[config.mk]
export PLATFORM = sky130hd
export DESIGN_NAME = rcc_capture_ctrl
export DESIGN_NICKNAME = d
export VERILOG_FILES = /design/src/include/rcc_pkg.sv /design/src/logic/rcc_capture_ctrl.sv
export SDC_FILE = /design/constraint.sdc
export NUM_CORES = 1
export LEC_CHECK = 0
export BUFFER_PORTS_ARGS = -buffer_cell sky130_fd_sc_hd__buf_2
export CORE_MARGIN = 1.5
export CORE_UTILIZATION = 40
export DETAILED_ROUTE_END_ITERATION = 8
export GPL_TIMING_DRIVEN = 0
export REMOVE_ABC_BUFFERS = 1
export SLEW_MARGIN = 20
export SYNTH_ARGS = -nofsm -noshare
export SYNTH_HDL_FRONTEND = slang
export SYNTH_SLANG_ARGS = --single-unit
export TNS_END_PERCENT = 10
[constraint.sdc]
create_clock -name aclk -period 6.4 [get_ports aclk]
set_input_delay 1.28 -clock aclk [delete_from_list [all_inputs] [get_ports aclk]]
set_output_delay 1.28 -clock aclk [all_outputs]
set_load 0.02 [all_outputs]
[src/include/rcc_pkg.sv]
// Package with register map, field layout and timing constants for capture
package rcc_pkg;
  // Register byte offsets
  localparam logic [7:0] RCC_CTRL_OFF = 8'h00;
  localparam logic [7:0] RCC_RLEN_OFF = 8'h04;
  localparam logic [7:0] RCC_PRE_OFF = 8'h08;
  localparam logic [7:0] RCC_RCNT_OFF = 8'h0C;
  localparam logic [7:0] RCC_STAT_OFF = 8'h10;
  localparam logic [7:0] RCC_PFLT_OFF = 8'h14;
  localparam logic [7:0] RCC_AUX_OFF = 8'h18;
  // Control register bits
  localparam int RCC_CTRL_ARM = 0;
  localparam int RCC_CTRL_ABORT = 1;
  localparam int RCC_CTRL_EXTCLK = 2;
  localparam int RCC_CTRL_IDLAMP = 3;
  localparam int RCC_CTRL_MEMOK = 4;
  localparam int RCC_CTRL_TSRC_LSB = 5;
  // Status register bits
  localparam int RCC_ST_ARMED = 0;
  localparam int RCC_ST_TRIG = 1;
  localparam int RCC_ST_CFGERR = 2;
  localparam int RCC_ST_LINK = 3;
  localparam int RCC_ST_LOS = 4;
  localparam int RCC_ST_AUXIN = 5;
  // Record limits
  localparam logic [31:0] RCC_RLEN_MIN = 32'h0000_0080;
  localparam logic [31:0] RCC_RLEN_STEP_MASK = 32'h0000_001F;
  localparam logic [31:0] RCC_PRE_STEP_MASK = 32'h0000_000F;
  localparam logic [31:0] RCC_PRE_MARGIN = 32'h0000_0040;
  localparam logic [31:0] RCC_RCNT_MIN = 32'h0000_0001;
  // Reset values
  localparam logic [31:0] RCC_RLEN_RST = 32'h0000_0080;
  localparam logic [31:0] RCC_RCNT_RST = 32'h0000_0001;
  localparam logic [31:0] RCC_ZERO = 32'h0000_0000;
  // Timing
  localparam int RCC_CLK_HZ = 50_000_000;
  localparam int RCC_BLINK_MS = 250;
  localparam int RCC_CONF_MS = 100;
  localparam int RCC_BLINK_CYC = RCC_CLK_HZ / 1000 * RCC_BLINK_MS;
  localparam int RCC_CONF_CYC = RCC_CLK_HZ / 1000 * RCC_CONF_MS / 2;
  // Trigger sources and aux modes
  typedef enum logic [1:0] {RCC_TS_CHA, RCC_TS_CHB, RCC_TS_EXT, RCC_TS_SW}
    rcc_tsrc_t;
  typedef enum logic [2:0] {RCC_AUX_TRIGOUT, RCC_AUX_PACER, RCC_AUX_DOUT,
    RCC_AUX_TRIGEN, RCC_AUX_DIN} rcc_aux_t;
  localparam int RCC_AUX_LVL = 3;
  localparam int RCC_PACER_LSB = 16;
  localparam int RCC_PACER_W = 16;
endpackage

[src/logic/rcc_capture_ctrl.sv]
// Record capture control: limits, pre-trigger hold-off, indicators, aux I/O
//
// Function
// - Record length at least 128, multiple of 32
// - Collect pre-trigger samples before triggers act
// - Pre-trigger depth fixed for whole session
// - Pre-trigger depth in steps of 16
// - Pre-trigger depth at most length minus 64
// - Record count at least one, no limit
// - Trigger lamp lit during post-trigger capture
// - Armed lamp lit while armed, toggles on re-arm
// - Clock-mode lamp on for internal clock
// - Clock activity lamp blinks while clock runs
// - Config-done lamp on within 100 ms
// - Link lamp lit once link negotiated
// - Memory lamp only after software memory test
// - Oscillator-loss lamp follows oscillator failure
// - Power faults latched until software clear
// - Identification lamp set by software
// - Aux connector selects five I/O functions
// - Trigger input only triggers; channels both
`timescale 1ns/1ns
module rcc_capture_ctrl
  import rcc_pkg::*;
#(
  parameter int CONF_CYC = RCC_CONF_CYC,
  parameter int BLINK_CYC = RCC_BLINK_CYC
) (
  // Clock and reset
  input wire logic aclk,
  input wire logic aresetn,
  // AXI4-Lite write address
  input wire logic [7:0] s_axi_awaddr,
  input wire logic s_axi_awvalid,
  output logic s_axi_awready,
  // AXI4-Lite write data
  input wire logic [31:0] s_axi_wdata,
  input wire logic [3:0] s_axi_wstrb,
  input wire logic s_axi_wvalid,
  output logic s_axi_wready,
  // AXI4-Lite write response
  output logic [1:0] s_axi_bresp,
  output logic s_axi_bvalid,
  input wire logic s_axi_bready,
  // AXI4-Lite read address
  input wire logic [7:0] s_axi_araddr,
  input wire logic s_axi_arvalid,
  output logic s_axi_arready,
  // AXI4-Lite read data
  output logic [31:0] s_axi_rdata,
  output logic [1:0] s_axi_rresp,
  output logic s_axi_rvalid,
  input wire logic s_axi_rready,
  // Sample stream and trigger sources
  input wire logic sample_valid,
  input wire logic trig_cha,
  input wire logic trig_chb,
  input wire logic external_trigger_input,
  // Board status pins
  input wire logic link_up_pin,
  input wire logic osc_fault_pin,
  input wire logic pwr_fault_a_pin,
  input wire logic pwr_fault_b_pin,
  // Aux connector pin, three signals
  input wire logic aux_in,
  output logic aux_out,
  output logic aux_oe_n,
  // Capture and indicators
  output logic capture_en,
  output logic clock_mode_indicator,
  output logic trigger_capture_indicator,
  output logic clock_activity_indicator,
  output logic armed_indicator,
  output logic config_done_indicator,
  output logic link_up_indicator,
  output logic memory_ok_indicator,
  output logic oscillator_loss_indicator,
  output logic power_fault_indicator_a,
  output logic power_fault_indicator_b,
  output logic id_lamp
);
  typedef enum logic [1:0] {RCC_IDLE, RCC_PRE, RCC_WAIT, RCC_POST} rcc_st_t;

  typedef struct packed {
    logic awr; logic [7:0] awa; logic wr; logic [31:0] wd; logic [3:0] ws;
    logic bv; logic [1:0] br; logic rv; logic [31:0] rd; logic [1:0] rr;
    logic [31:0] ctrl; logic [31:0] rlen; logic [31:0] pre;
    logic [31:0] rcnt; logic [31:0] aux;
    rcc_st_t st; logic [31:0] pre_s; logic [31:0] len_s; logic [31:0] cnt_s;
    logic [31:0] smp; logic [31:0] recs; logic cfgerr; logic armed_led;
    logic trig_led; logic [1:0] pf; logic [31:0] blink; logic blink_led;
    logic [31:0] conf; logic conf_led; logic [15:0] pace; logic pace_o;
    logic aux_o; logic aux_oe_n; logic [5:0] s1; logic [5:0] s2;
    logic cap;
  } rcc_state_t;

  rcc_state_t s_q, s_d;
  logic cfg_ok, trig_hit;

  // Limits check on the live register values
  always_comb begin
    cfg_ok = (s_q.rlen >= RCC_RLEN_MIN) &&
      ((s_q.rlen & RCC_RLEN_STEP_MASK) == RCC_ZERO) &&
      ((s_q.pre & RCC_PRE_STEP_MASK) == RCC_ZERO) &&
      (s_q.pre <= s_q.rlen - RCC_PRE_MARGIN) &&
      (s_q.rcnt >= RCC_RCNT_MIN);
  end

  // Only the two channels or the external input can trigger
  always_comb begin
    unique case (rcc_tsrc_t'(s_q.ctrl[RCC_CTRL_TSRC_LSB +: 2]))
      RCC_TS_CHA: trig_hit = trig_cha;
      RCC_TS_CHB: trig_hit = trig_chb;
      RCC_TS_EXT: trig_hit = s_q.s2[2];
      default: trig_hit = 1'b0;
    endcase
    // Trigger enable on aux gates recognition
    if (rcc_aux_t'(s_q.aux[2:0]) == RCC_AUX_TRIGEN && !s_q.s2[3]) begin
      trig_hit = 1'b0;
    end
  end

  // Next-state logic
  always_comb begin
    s_d = s_q;
    // First stage of every pin synchroniser; only s2 is read elsewhere
    s_d.s1 = {pwr_fault_a_pin, osc_fault_pin, aux_in,
      external_trigger_input, pwr_fault_b_pin, link_up_pin};
    s_d.s2 = s_q.s1;
    // Bit order: 0 link, 1 pwr b, 2 ext trig, 3 aux, 4 osc, 5 pwr a
    s_d.ctrl[RCC_CTRL_ARM] = 1'b0;
    s_d.ctrl[RCC_CTRL_ABORT] = 1'b0;
    // Write channel: accept address and data in either order
    if (s_q.awr == 1'b0 && s_axi_awvalid && !s_q.bv) begin
      s_d.awr = 1'b1;
      s_d.awa = s_axi_awaddr;
    end
    if (s_q.wr == 1'b0 && s_axi_wvalid && !s_q.bv) begin
      s_d.wr = 1'b1;
      s_d.wd = s_axi_wdata;
      s_d.ws = s_axi_wstrb;
    end
    if (s_q.awr && s_q.wr && !s_q.bv) begin
      s_d.awr = 1'b0;
      s_d.wr = 1'b0;
      s_d.bv = 1'b1;
      s_d.br = 2'h0;
      // Full-word writes only; partial strobes leave registers alone
      if (s_q.ws == 4'hF) begin
        case (s_q.awa)
          RCC_CTRL_OFF: s_d.ctrl = s_q.wd;
          RCC_RLEN_OFF: if (s_q.st == RCC_IDLE) s_d.rlen = s_q.wd;
          RCC_PRE_OFF: if (s_q.st == RCC_IDLE) s_d.pre = s_q.wd;
          RCC_RCNT_OFF: if (s_q.st == RCC_IDLE) s_d.rcnt = s_q.wd;
          RCC_PFLT_OFF: s_d.pf = s_q.pf & ~s_q.wd[1:0];
          RCC_AUX_OFF: s_d.aux = s_q.wd;
          RCC_STAT_OFF: s_d.br = 2'h0;
          default: s_d.br = 2'h2;
        endcase
      end
    end
    if (s_q.bv && s_axi_bready) s_d.bv = 1'b0;
    // Read channel
    if (!s_q.rv && s_axi_arvalid) begin
      s_d.rv = 1'b1;
      s_d.rr = 2'h0;
      case (s_axi_araddr)
        RCC_CTRL_OFF: s_d.rd = s_q.ctrl;
        RCC_RLEN_OFF: s_d.rd = s_q.rlen;
        RCC_PRE_OFF: s_d.rd = s_q.pre;
        RCC_RCNT_OFF: s_d.rd = s_q.rcnt;
        RCC_STAT_OFF: s_d.rd = {26'h0, s_q.s2[3], s_q.s2[4], s_q.s2[0],
          s_q.cfgerr, s_q.trig_led, s_q.st != RCC_IDLE};
        RCC_PFLT_OFF: s_d.rd = {30'h0, s_q.pf};
        RCC_AUX_OFF: s_d.rd = s_q.aux;
        default: begin
          s_d.rd = RCC_ZERO;
          s_d.rr = 2'h2;
        end
      endcase
    end
    if (s_q.rv && s_axi_rready) s_d.rv = 1'b0;
    // Power faults latch; set wins over a same-cycle clear
    s_d.pf = s_d.pf | {s_q.s2[1], s_q.s2[5]};
    // Capture sequencer
    s_d.trig_led = 1'b0;
    case (s_q.st)
      RCC_IDLE: begin
        if (s_q.ctrl[RCC_CTRL_ARM]) begin
          if (cfg_ok) begin
            s_d.st = RCC_PRE;
            s_d.cfgerr = 1'b0;
            s_d.pre_s = s_q.pre;
            s_d.len_s = s_q.rlen;
            s_d.cnt_s = s_q.rcnt;
            s_d.recs = RCC_ZERO;
            s_d.smp = RCC_ZERO;
            s_d.armed_led = ~s_q.armed_led;
          end else begin
            s_d.cfgerr = 1'b1;
          end
        end
      end
      RCC_PRE: if (s_q.smp >= s_q.pre_s) s_d.st = RCC_WAIT;
        else if (sample_valid) s_d.smp = s_q.smp + 32'h1;
      RCC_WAIT: begin
        if (sample_valid) s_d.smp = s_q.smp + 32'h1;
        if (trig_hit) begin
          s_d.st = RCC_POST;
          s_d.smp = s_q.pre_s;
        end
      end
      RCC_POST: begin
        s_d.trig_led = 1'b1;
        if (sample_valid) s_d.smp = s_q.smp + 32'h1;
        if (s_q.smp >= s_q.len_s) begin
          s_d.recs = s_q.recs + 32'h1;
          s_d.smp = RCC_ZERO;
          s_d.trig_led = 1'b0; // Gap pulses lamp on repeats
          // Count of all ones runs forever
          if (s_q.recs + 32'h1 == s_q.cnt_s && s_q.cnt_s != 32'hFFFF_FFFF)
            s_d.st = RCC_IDLE;
          else begin
            s_d.st = RCC_PRE;
            s_d.armed_led = ~s_q.armed_led;
          end
        end
      end
      default: s_d.st = RCC_IDLE;
    endcase
    if (s_q.ctrl[RCC_CTRL_ABORT]) s_d.st = RCC_IDLE;
    if (s_d.st == RCC_IDLE) s_d.armed_led = 1'b0;
    else if (s_q.st == RCC_IDLE) s_d.armed_led = 1'b1;
    s_d.cap = s_d.st != RCC_IDLE;
    // Clock activity blink from the running base clock
    if (s_q.blink >= BLINK_CYC - 1) begin
      s_d.blink = RCC_ZERO;
      s_d.blink_led = ~s_q.blink_led;
    end else s_d.blink = s_q.blink + 32'h1;
    // Config-done lamp after a short settle, then held
    if (!s_q.conf_led) begin
      if (s_q.conf >= CONF_CYC - 1) s_d.conf_led = 1'b1;
      else s_d.conf = s_q.conf + 32'h1;
    end
    // Aux connector function
    s_d.aux_oe_n = 1'b0;
    if (s_q.pace >= s_q.aux[RCC_PACER_LSB +: RCC_PACER_W]) begin
      s_d.pace = 16'h0;
      s_d.pace_o = ~s_q.pace_o;
    end else s_d.pace = s_q.pace + 16'h1;
    case (rcc_aux_t'(s_q.aux[2:0]))
      RCC_AUX_TRIGOUT: s_d.aux_o = s_q.trig_led;
      RCC_AUX_PACER: s_d.aux_o = s_q.pace_o;
      RCC_AUX_DOUT: s_d.aux_o = s_q.aux[RCC_AUX_LVL];
      default: begin
        s_d.aux_o = 1'b0;
        s_d.aux_oe_n = 1'b1;
      end
    endcase
  end

  // State register
  always_ff @(posedge aclk) begin
    if (!aresetn) begin
      s_q <= '0;
      s_q.rlen <= RCC_RLEN_RST;
      s_q.rcnt <= RCC_RCNT_RST;
      s_q.aux_oe_n <= 1'b1;
    end else s_q <= s_d;
  end

  // Output mapping, all from flip-flops
  assign s_axi_awready = s_q.awr == 1'b0 && !s_q.bv;
  assign s_axi_wready = s_q.wr == 1'b0 && !s_q.bv;
  assign s_axi_bvalid = s_q.bv;
  assign s_axi_bresp = s_q.br;
  assign s_axi_arready = !s_q.rv;
  assign s_axi_rvalid = s_q.rv;
  assign s_axi_rdata = s_q.rd;
  assign s_axi_rresp = s_q.rr;
  assign capture_en = s_q.cap;
  assign clock_mode_indicator = ~s_q.ctrl[RCC_CTRL_EXTCLK];
  assign trigger_capture_indicator = s_q.trig_led;
  assign clock_activity_indicator = s_q.blink_led;
  assign armed_indicator = s_q.armed_led;
  assign config_done_indicator = s_q.conf_led;
  assign link_up_indicator = s_q.s2[0];
  assign memory_ok_indicator = s_q.ctrl[RCC_CTRL_MEMOK];
  assign oscillator_loss_indicator = s_q.s2[4];
  assign power_fault_indicator_a = s_q.pf[0];
  assign power_fault_indicator_b = s_q.pf[1];
  assign id_lamp = s_q.ctrl[RCC_CTRL_IDLAMP];
  assign aux_out = s_q.aux_o;
  assign aux_oe_n = s_q.aux_oe_n;
endmodule // rcc_capture_ctrl

After elaboration in Yosys (flattened, before gate mapping)
Index checks and enable logic that the tools add are counted.
- equal/unequal tests: 28
- reductions and logical operators: 54
- add/subtract/negate cells: 6
- muxes and demuxes: 33
- bitwise operators: 12
- order comparisons: 8
- operator list (cell ; number):
    one-hot mux 32 bit (7 select lines) ; 1
    2-to-1 mux 164 bit ; 1
    2-to-1 mux 162 bit ; 1
    adder 32 x 1 -> 32 bit, second input constant ; 4
    one-hot mux 32 bit (4 select lines) ; 1
    2-to-1 mux 32 bit ; 3
    >= comparator 32 bit ; 2
    zero test 32 bit ; 2
    2-to-1 mux 64 bit ; 1
    one-hot mux 32 bit (2 select lines) ; 1
    equality test 8 x 5 -> 1 bit, second input constant ; 6
    equality test 32 bit ; 1
    equality test 8 x 4 -> 1 bit, second input constant ; 4
    >= comparator 32 x 1 -> 1 bit, second input constant ; 1
    >= comparator 32 x 22 -> 1 bit, second input constant ; 1
    >= comparator 32 x 24 -> 1 bit, second input constant ; 1
    >= comparator 32 x 8 -> 1 bit, second input constant ; 1
    <= comparator 32 bit ; 1
    != test 32 bit, second input constant ; 1
    subtractor 32 x 7 -> 32 bit, second input constant ; 1
    2-to-1 mux 2 bit ; 11
    AND reduction 4 bit ; 5
    logical AND 1 bit ; 17
    adder 16 x 1 -> 16 bit, second input constant ; 1
    other kinds (25) ; 72
- output and inout port bits: 55
- word-level logic and storage cells: 178
- flip-flop bits (word level): 509

Depth between registers and ports, before layout
Gate-level depths: netlist of the first run.
- depth after elaboration: 11
- depth in mapped cells: 22
- mapped depth without buffers: 19

Worst setup path after synthesis of the first run
No wires, ideal clock.
- path kind: flip-flop to flip-flop
- start: register s_q[369] in the netlist's numbering
- end: register s_q[221] in the netlist's numbering
- slack: 1.709 ns
- required time: 6.330 ns
- arrival: 4.620 ns
- stages on the path, launching flop included: 22
- path through: dfxtp_1 > clkbuf_1 > nor3_1 > nand2_1 > or3_1 > or3_1 > nor3_2 > nand2b_1 > or3_1 > nor3_1 > xnor2_1 > ha_1 > nand4_1 > nor4_1 > nand2_1 > nand2_1 > nand3_1 > nor2_1 > clkbuf_1 > clkbuf_1 > nand2_1 > a21oi_1
- word-level cells in the longest chain between the ends: 6
- RTL lines (what ; RTL line ; source):
    start: declaration ; rcc_capture_ctrl.sv:97 ; rcc_state_t s_q, s_d;
    parallel branches: the longest is 3 deep, another holds subtractor 32 x 7 -> 32 bit ; - ;
    logical AND 1 bit (*) ; rcc_capture_ctrl.sv:104 ; ((s_q.pre & RCC_PRE_STEP_MASK) == RCC_ZERO) &&
    logical AND 1 bit (*) ; rcc_capture_ctrl.sv:105 ; (s_q.pre <= s_q.rlen - RCC_PRE_MARGIN) &&
    AND reduction 3 bit (no line) (*) ; - ;
Every way passes the cells marked *.
A chain may end at the register's enable or synchronous reset.

Final worst setup path of the first run
- start: register s_q[369] in the netlist's numbering
- end: register s_q[109] in the netlist's numbering
- word-level cells in the longest chain between the ends: 7
- RTL lines (what ; RTL line):
    parallel branches: the longest is 3 deep, another holds subtractor 32 x 7 -> 32 bit ; -
    logical AND 1 bit (*) ; rcc_capture_ctrl.sv:104
    logical AND 1 bit (*) ; rcc_capture_ctrl.sv:105
    != test 2 bit (no line) (*) ; -
    AND reduction 4 bit (no line) (*) ; -
Marks and branches as above.

==> summary.md, run 1 <==
| Metric | Value |
|---|---|
| Leak Pwr | 10.1 nW |
| Worst Path Buf+Inv | 1 |
| CTS tree | built |
| Num CTS Buffers | 56 |
| Crit path DAT | ~6400 ps |
| Slew Limit Headroom | a little under a third |
| Via count | 22,700 |
| Switching fraction of total power | about 23% |
| Root buffer cell | clkbuf_16 |
| Combinational power share | under 10% |
| Critical path's largest stage delay | 530 ps |
| WL final | 76,600 um |
| Most flops, register | s_q |
| DRC errors left | 0 |
| Tcrit/Tclk final | approximately 90% |
| Synth Cell Area | 0.0251 mm2 |
| Io pins | about 120 |
| Sequential area share after synthesis | 40.4% |
| Die height | about 250 um |
| Detailed Place HPWL | 54,400 um |
| Kind of cell with the highest combined delay on the critical path | simple AND/OR/NAND/NOR gates |
| Area Growth Syn to Fin | 13.9% |
| Mapped Cells | between 3,000 and 4,000 |
| Max cap viols | 0 |
| Worst setup path category | reg -> reg |
| Top cells by area, synth | dfxtp_1 (40%), nand2_1 (11%), a21oi_1 (7.8%) |
| Hold_ws | 430 ps |
| PD cells | approximately 230 mW/mm2 |
| CP required | between 6000 and 7000 ps |
| Synth cell count leaders | nand2_1 (749), dfxtp_1 (507), a21oi_1 (393) |
| Area leader, netlist | dfxtp_1 |
| # diodes | 0 |
| Synth cell types | 84 |
| Syn Area/Cell | just under 8 um2 |
| Die area | about 0.064 mm2 |
| Minimum clock period | 5910 ps |
| CP most frequent cell | or3_1 |
| Critical Path Source Type | flip-flop |
| Largest register FFs | 452 |
| Crit-path cells | nor3_1 -> nand2_1 -> or3_1 -> or3_1 -> nor3_2 -> nand2b_1 -> or3_1 -> nor3_1 -> xnor2_1 -> ha_1 -> nand4_1 -> nor4_2 -> nand2_1 -> nand3_1 -> nand3_2 -> nor2_4 -> buf_16 -> o21ai_0 -> a311oi_1 |
| Clock Latency Late Sink | 630 ps |
| Die span in x | between 200 and 300 um |
| H-Tree Depth | 2 |
| Nets | about 3,400 |
| Hold crit path type | reg -> reg |
| Buffers added on ports | 120 |
| Post-synth EDFFs | 0 |
| Share of post-route cells with drive strength above 1 | a little under a tenth |
| Max VDD drop | 228 uV |
| DRT antenna net count | 0 |
| Max clock buf depth | 3 |
| Critical path's slowest cell | nor4_2 |
| Total track usage | a little under a quarter |
| Largest net degree at the start of global routing | about 120 |
| Max Slew Vio Count | 0 |
| Net Sw Power | 1.53 mW |
| Sequential share of power | about 48% |
| Most frequent cell after synthesis | nand2_1 |
| Vias in the first global route | 20,500 |
| Crit end category | flip-flop |
| First-pass GRT wire length | between 100,000 and 150,000 um |
| Clock transition at the registers of the reported paths | roughly 60 ps |
| RSZ-0062 raised after global routing | no |
| Drt initial violations | 2,548 |
| # setup viols final | 0 |
| Fmax | roughly 170 MHz |
| Cell area after layout | around 0.029 mm2 |
| Setup TNS | 0 ps |
| Average wire per standard cell | between 15 and 20 um |
| Ys flop type | dfxtp_1 |
| GRT Residual Overflow | 0 |
| Area share of the largest cell type after synthesis | approximately two fifths |
| Ys async rst share | 0% |
| Starting Density | between 40% and 50% |
| First-pass DRT Iterations | 6 |
| Row Count | about 90 |
| Post-DP Area | between 0.02 and 0.03 mm2 |
| Worst-margin pin slew | approximately 1000 ps |
| CTS sink count | between 500 and 600 |
| Outcome | finished, final reports clean |
| Initial antenna violation count | 0 |
| Internal power | 5.17 mW |
| Gpl congestion | a little over 0.9 |
| Yosys Warn Count | 0 |
| Fillers | ~6,200 |
| Seq cells post-synth | roughly 510 |
| Vias/cell | 5.53 |
| Clock power frac | about half |
| Skew final | about 28 ps |
| Final-report hold violation count | 0 |
| Core area | 0.0618 mm2 |
| Critical path peak fanout | 26 |
[through the flow]
step,setup slack [ps],util [%],cells,total power [mW]
floorplan,-1650,-,2985,3.38
global placement,-6740,41.6,3942,3.47
detailed placement,-152,43.1,3997,3.49
CTS,177,46.2,4101,6.76
global route,9.20,46.2,4103,6.90
finish,495,46.2,4103,6.70
[cell type report]
cell class | instances | area [um2] | share of cell area, %
Clock inverter | 14 | 186 | 0.652
Clock buffer | 89 | 1680 | 5.86
Tap cell | 837 | 1050 | 3.66
Multi-Input combinational cell | 2350 | 13600 | 47.5
Inverter | 130 | 495 | 1.73
Timing Repair Buffer | 176 | 1450 | 5.07
Sequential cell | 507 | 10100 | 35.5
[worst paths after layout]
check | from | end | slack (ps) | cells after the start
hold reg to reg | s_d[1]$_SDFF_PN0_ | link_up_indicator$_SDFF_PN0_ | 430 | 1
setup reg to reg | s_q[369]$_SDFFE_PN0P_ | s_q[109]$_SDFFE_PN0P_ | 490 | 19
setup / recovery | s_q[369]$_SDFFE_PN0P_ | s_q[109]$_SDFFE_PN0P_ | 490 | 19
hold / removal | s_d[1]$_SDFF_PN0_ | link_up_indicator$_SDFF_PN0_ | 430 | 1
[repair_timing]
action	4_1_cts	5_1_grt
resized for setup	1	2
endpoints found under the setup margin	20	32
pin swaps	1	2
buffers inserted	0	1
gates cloned	1	1
hold buffers	0	0
[cells in the final DEF, fill, tap and decap left out, drive strengths merged, types with 28 or more instances in the layout]
cell    Yosys  final
dfxtp     507    507
nand2     750    750
nor2      172    173
nand4      62     62
xor2       51     51
nor3       63     63
nand3      64     64
clkbuf    181     89
inv       130    133
and3       32     32
ha        124    124
xnor2      71     71
a22oi      83     83
nor4       38     38
and2       34     34
buf        57    176
a222oi     28     28
a21oi     393    393
o21ai      73     73
[routing by layer]
layer,track usage [%],vias to the layer above,wire [um]
met5,0,-,0
met4,6.86,0,1970
met3,3.42,127,5470
met2,35.5,777,33600
met1,33.5,10600,35500
li1,-,11200,-
[logic make-up after synthesis]
logic type | count (synthesis) | share of synthesized area (%)
multiplexers | 10 | 0.399
AO/OA/AOI/OAI | 757 | 18.5
other | 1 | 0.0149
AND/OR/NAND/NOR | 1325 | 23.9
buffers and inverters | 368 | 6.24
adder cells (fa/ha/maj) | 124 | 6.18
flip-flops | 507 | 40.4
XOR/XNOR | 122 | 4.26
[power by group through the flow]
stage	clock (mW)	sequential [mW]	combinational, mW
after floorplan	0	3.28	0.0943
after CTS	3.34	3.23	0.196
after detailed placement	0	3.30	0.195
after global placement	0	3.30	0.178
final	3.28	3.23	0.195
after global routing	3.46	3.23	0.213
[worst register-to-register path: stages, from the launching register on]
cell and delay [ps]:
dfxtp_1 400, nor3_1 480, nand2_1 220, or3_1 420
or3_1 380, nor3_2 190, nand2b_1 90, or3_1 420
nor3_1 250, xnor2_1 90, ha_1 310, nand4_1 170
nor4_2 530, nand2_1 130, nand3_1 290, nand3_2 480
nor2_4 380, buf_16 200, o21ai_0 110, a311oi_1 280
Power figures use the tool's default switching activity.
==> run 2: changes to the inputs <==
--- a/config.mk
+++ b/config.mk
@@ -8,6 +8,7 @@
 export BUFFER_PORTS_ARGS = -buffer_cell sky130_fd_sc_hd__buf_2
 export CORE_MARGIN = 1.5
 export CORE_UTILIZATION = 40
+export CTS_BUF_LIST = sky130_fd_sc_hd__clkbuf_4 sky130_fd_sc_hd__clkbuf_8
 export DETAILED_ROUTE_END_ITERATION = 8
 export GPL_TIMING_DRIVEN = 0
 export REMOVE_ABC_BUFFERS = 1
==> constraint.sdc (replaced) <==
create_clock -name aclk -period 5.5 [get_ports aclk]
set_input_delay 1.1 -clock aclk [delete_from_list [all_inputs] [get_ports aclk]]
set_output_delay 1.1 -clock aclk [all_outputs]
set_load 0.02 [all_outputs]
==> run 2 against run 1 <==
  * Register-to-register slack worse by 190 ps
  * Sequential share of layout area is 0.27 points lower
  * Combinational power is 16% higher
  * Sequential power is 16% higher
  * Sequential cell count stayed put
  * Routed wire length is 0.74% higher
  * Utilization is 0.35 points higher
  * Cell area is 0.76% higher
  * Critical path type unchanged
==> summary.md, run 2 (synthesized netlist as in run 1, its figures left out) <==
| Metric | Value |
|---|---|
| Share of post-route cells with drive strength above 1 | 12.0% (was 9.46%) |
| Drt initial violations | 2,361 (was 2,548) |
| Commonest non-fill, non-tap cell in the layout | nand2_1 (unchanged) |
| Gpl congestion | 0.909 (unchanged) |
| Starting Density | 40.6% (unchanged) |
| Nets | 3,454 (was 3,413) |
| Via count | 22,900 (was 22,700) |
| Crit path DAT | 5700 ps (was 6430 ps) |
| RSZ-0062 raised after global routing | no (unchanged) |
| Area Growth Syn to Fin | 14.8% (was 13.9%) |
| Max VDD drop | 202 uV (was 228 uV) |
| Detailed Place HPWL | 54,400 um (unchanged) |
| Leak Pwr | 10.3 nW (was 10.1 nW) |
| CP most frequent cell | or3_1 (unchanged) |
| Crit end category | flip-flop (unchanged) |
| Fmax | 193 MHz (was 169 MHz) |
| Io pins | 123 (unchanged) |
| GRT Residual Overflow | 0 (unchanged) |
| Hold crit path type | reg -> reg (unchanged) |
| Clock Latency Late Sink | 690 ps (was 630 ps) |
| Vias/cell | 5.49 (was 5.53) |
| CTS sink count | 507 (unchanged) |
| Register-to-Register Setup Slack | 310 ps (was 490 ps) |
| Total track usage | 23.6% (was 23.2%) |
| Critical path peak fanout | 17 (was 26) |
| Row Count | 91 (unchanged) |
| Die height | 253 um (unchanged) |
| Worst hold path cell count | 1 (unchanged) |
| Average wire per standard cell | 18.5 um (was 18.7 um) |
| Hold_buf cts | 0 (unchanged) |
| CTS tree | built (unchanged) |
| Worst-margin pin slew | 1010 ps (was 1020 ps) |
| Vias in the first global route | 21,100 (was 20,500) |
| Power, Total | 7.73 mW (was 6.70 mW) |
| Max clock buf depth | 3 (unchanged) |
| Root buffer cell | clkbuf_8 (was clkbuf_16) |
| DRC errors left | 0 (unchanged) |
| Max cap viols | 0 (unchanged) |
| Critical path's largest stage delay | 510 ps (was 530 ps) |
| # setup viols final | 0 (unchanged) |
| First-pass GRT wire length | 120,000 um (was 119,000 um) |
| Fillers | 6,174 (was 6,158) |
| Initial antenna violation count | 1 (was 0) |
| First-pass DRT Iterations | 8 (was 6) |
| WHS Endpoint | s_q[6]$_SDFF_PN0_ (was link_up_indicator$_SDFF_PN0_) |
| Worst r2r path cells | 19 (unchanged) |
| Buffers added on ports | 120 (unchanged) |
| Critical path's slowest cell | a21oi_4 (was nor4_2) |
| Hold Startpoint | s_d[6]$_SDFF_PN0_ (was s_d[1]$_SDFF_PN0_) |
| Skew final | 44.3 ps (was 27.9 ps) |
| Clock transition at the registers of the reported paths | 60 ps (about the same) |
| Fin util | 46.6% (was 46.2%) |
| Reg-to-reg endpoint | s_q[125]$_SDFFE_PN0P_ (was s_q[109]$_SDFFE_PN0P_) |
| Die span in x | 253 um (unchanged) |
| Die area | 0.0642 mm2 (unchanged) |
| Worst setup path category | reg -> reg (unchanged) |
| Crit-path cells | nor4_2 -> nand2b_1 -> or3_1 -> or3_1 -> nor3_2 -> nand2b_1 -> or3_1 -> nor3_1 -> xnor2_1 -> ha_1 -> nand4_1 -> nor4_4 -> nand2_1 -> nor2_1 -> o21ai_1 -> nand4_1 -> a21oi_4 -> buf_8 -> a311oi_1 (was nor3_1 -> nand2_1 -> or3_1 -> or3_1 -> nor3_2 -> nand2b_1 -> or3_1 -> nor3_1 -> xnor2_1 -> ha_1 -> nand4_1 -> nor4_2 -> nand2_1 -> nand3_1 -> nand3_2 -> nor2_4 -> buf_16 -> o21ai_0 -> a311oi_1) |
| CP required | 6010 ps (was 6930 ps) |
| WL final | 77,100 um (was 76,600 um) |
| Max Slew Vio Count | 0 (unchanged) |
| PD cells | 268 mW/mm2 (was 234 mW/mm2) |
| Critical R2R Launch | s_q[372]$_SDFFE_PN0P_ (was s_q[369]$_SDFFE_PN0P_) |
| Critical Path Source Type | flip-flop (unchanged) |
| Minimum clock period | 5190 ps (was 5910 ps) |
| H-Tree Depth | 3 (was 2) |
| Largest register FFs | 452 (unchanged) |
| Hold_ws | 432 ps (was 430 ps) |
| Outcome | finished, final reports clean (unchanged) |
| Final-report hold violation count | 0 (unchanged) |
| Most flops, register | s_q (unchanged) |
| Slew Limit Headroom | 31.8% (was 31.5%) |
| Largest net degree at the start of global routing | 123 (unchanged) |
| Tcrit/Tclk final | 94.4% (was 92.3%) |
| Num CTS Buffers | 87 (was 56) |
| Commonest non-fill, non-tap cells in the layout | nand2_1 (747), dfxtp_1 (507), a21oi_1 (390) (unchanged) |
| Core area | 0.0618 mm2 (unchanged) |
| DRT antenna net count | 0 (unchanged) |
## run 2: area by class of cell
| cell class | instances | area (um2) | share of cell area [%] |
|---|---|---|---|
| Clock buffer | 138 | 1760 | 6.09 |
| Multi-Input combinational cell | 2351 | 13600 | 47.4 |
| Inverter | 130 | 495 | 1.72 |
| Sequential cell | 507 | 10100 | 35.2 |
| Timing Repair Buffer | 185 | 1520 | 5.26 |
| Antenna cell | 1 | 2.50 | 0.00869 |
| Tap cell | 837 | 1050 | 3.64 |
| Clock inverter | 22 | 195 | 0.678 |
## run 2: power by group
group          leakage (nW)  internal [mW]  total (mW)  switching [mW]
combinational          5.14         0.0752       0.227           0.151
sequential             4.10           3.71        3.76          0.0477
clock                  1.04           2.13        3.74            1.61
total                  10.3           5.92        7.73            1.81
## run 2: what timing repair did
item	in CTS	in global routing
hold endpoints to repair	0	0
gates resized for setup	8	5
cloned	3	0
pin swaps	2	4
setup buffers	2	8
endpoints found under the setup margin	118	102
## run 2: worst max-delay path, delay by kind of cell (launching register included)
| kind | cells | cell delay [ps] |
|---|---|---|
| XOR/XNOR | 1 | 150 |
| adder cells (fa/ha/maj) | 1 | 260 |
| buffers and inverters | 1 | 240 |
| flip-flops | 1 | 410 |
| AO/OA/AOI/OAI | 3 | 1080 |
| AND/OR/NAND/NOR | 13 | 2830 |
## run 2: worst max-delay path by stage
| stage | end | slack [ps] | start |
|---|---|---|---|
| after CTS | s_q[145]$_SDFFE_PN0P_ | 7 | s_q[369]$_SDFFE_PN0P_ |
| after floorplan | capture_en$_SDFF_PN0_ | -2370 | aresetn |
| final | s_q[125]$_SDFFE_PN0P_ | 310 | s_q[372]$_SDFFE_PN0P_ |
| after global routing | s_q[137]$_SDFFE_PN0P_ | 30 | s_q[372]$_SDFFE_PN0P_ |
| after global placement | capture_en$_SDFF_PN0_ | -7460 | aresetn |
| after detailed placement | s_q[109]$_SDFFE_PN0P_ | -1050 | s_q[369]$_SDFFE_PN0P_ |
## run 2: per-layer routing
metal	share of wire, %	vias up	track usage (%)
li1	-	11300	-
met1	47	10700	33.0
met2	44	776	36.0
met3	7.0	118	4.30
met4	2.6	0	8.74
met5	0	-	0
## run 2: stage by stage
step / worst slack, ps / instance area [um2] / TNS, ps / instances
floorplan: -2370 / 24100 / -573640 / 2985
global placement: -7460 / 25700 / -2373620 / 3942
detailed placement: -1050 / 26700 / -46450 / 3997
CTS: 6.93 / 28700 / 0 / 4162
global route: 29.5 / 28800 / 0 / 4171
finish: 308 / 28800 / 0 / 4171
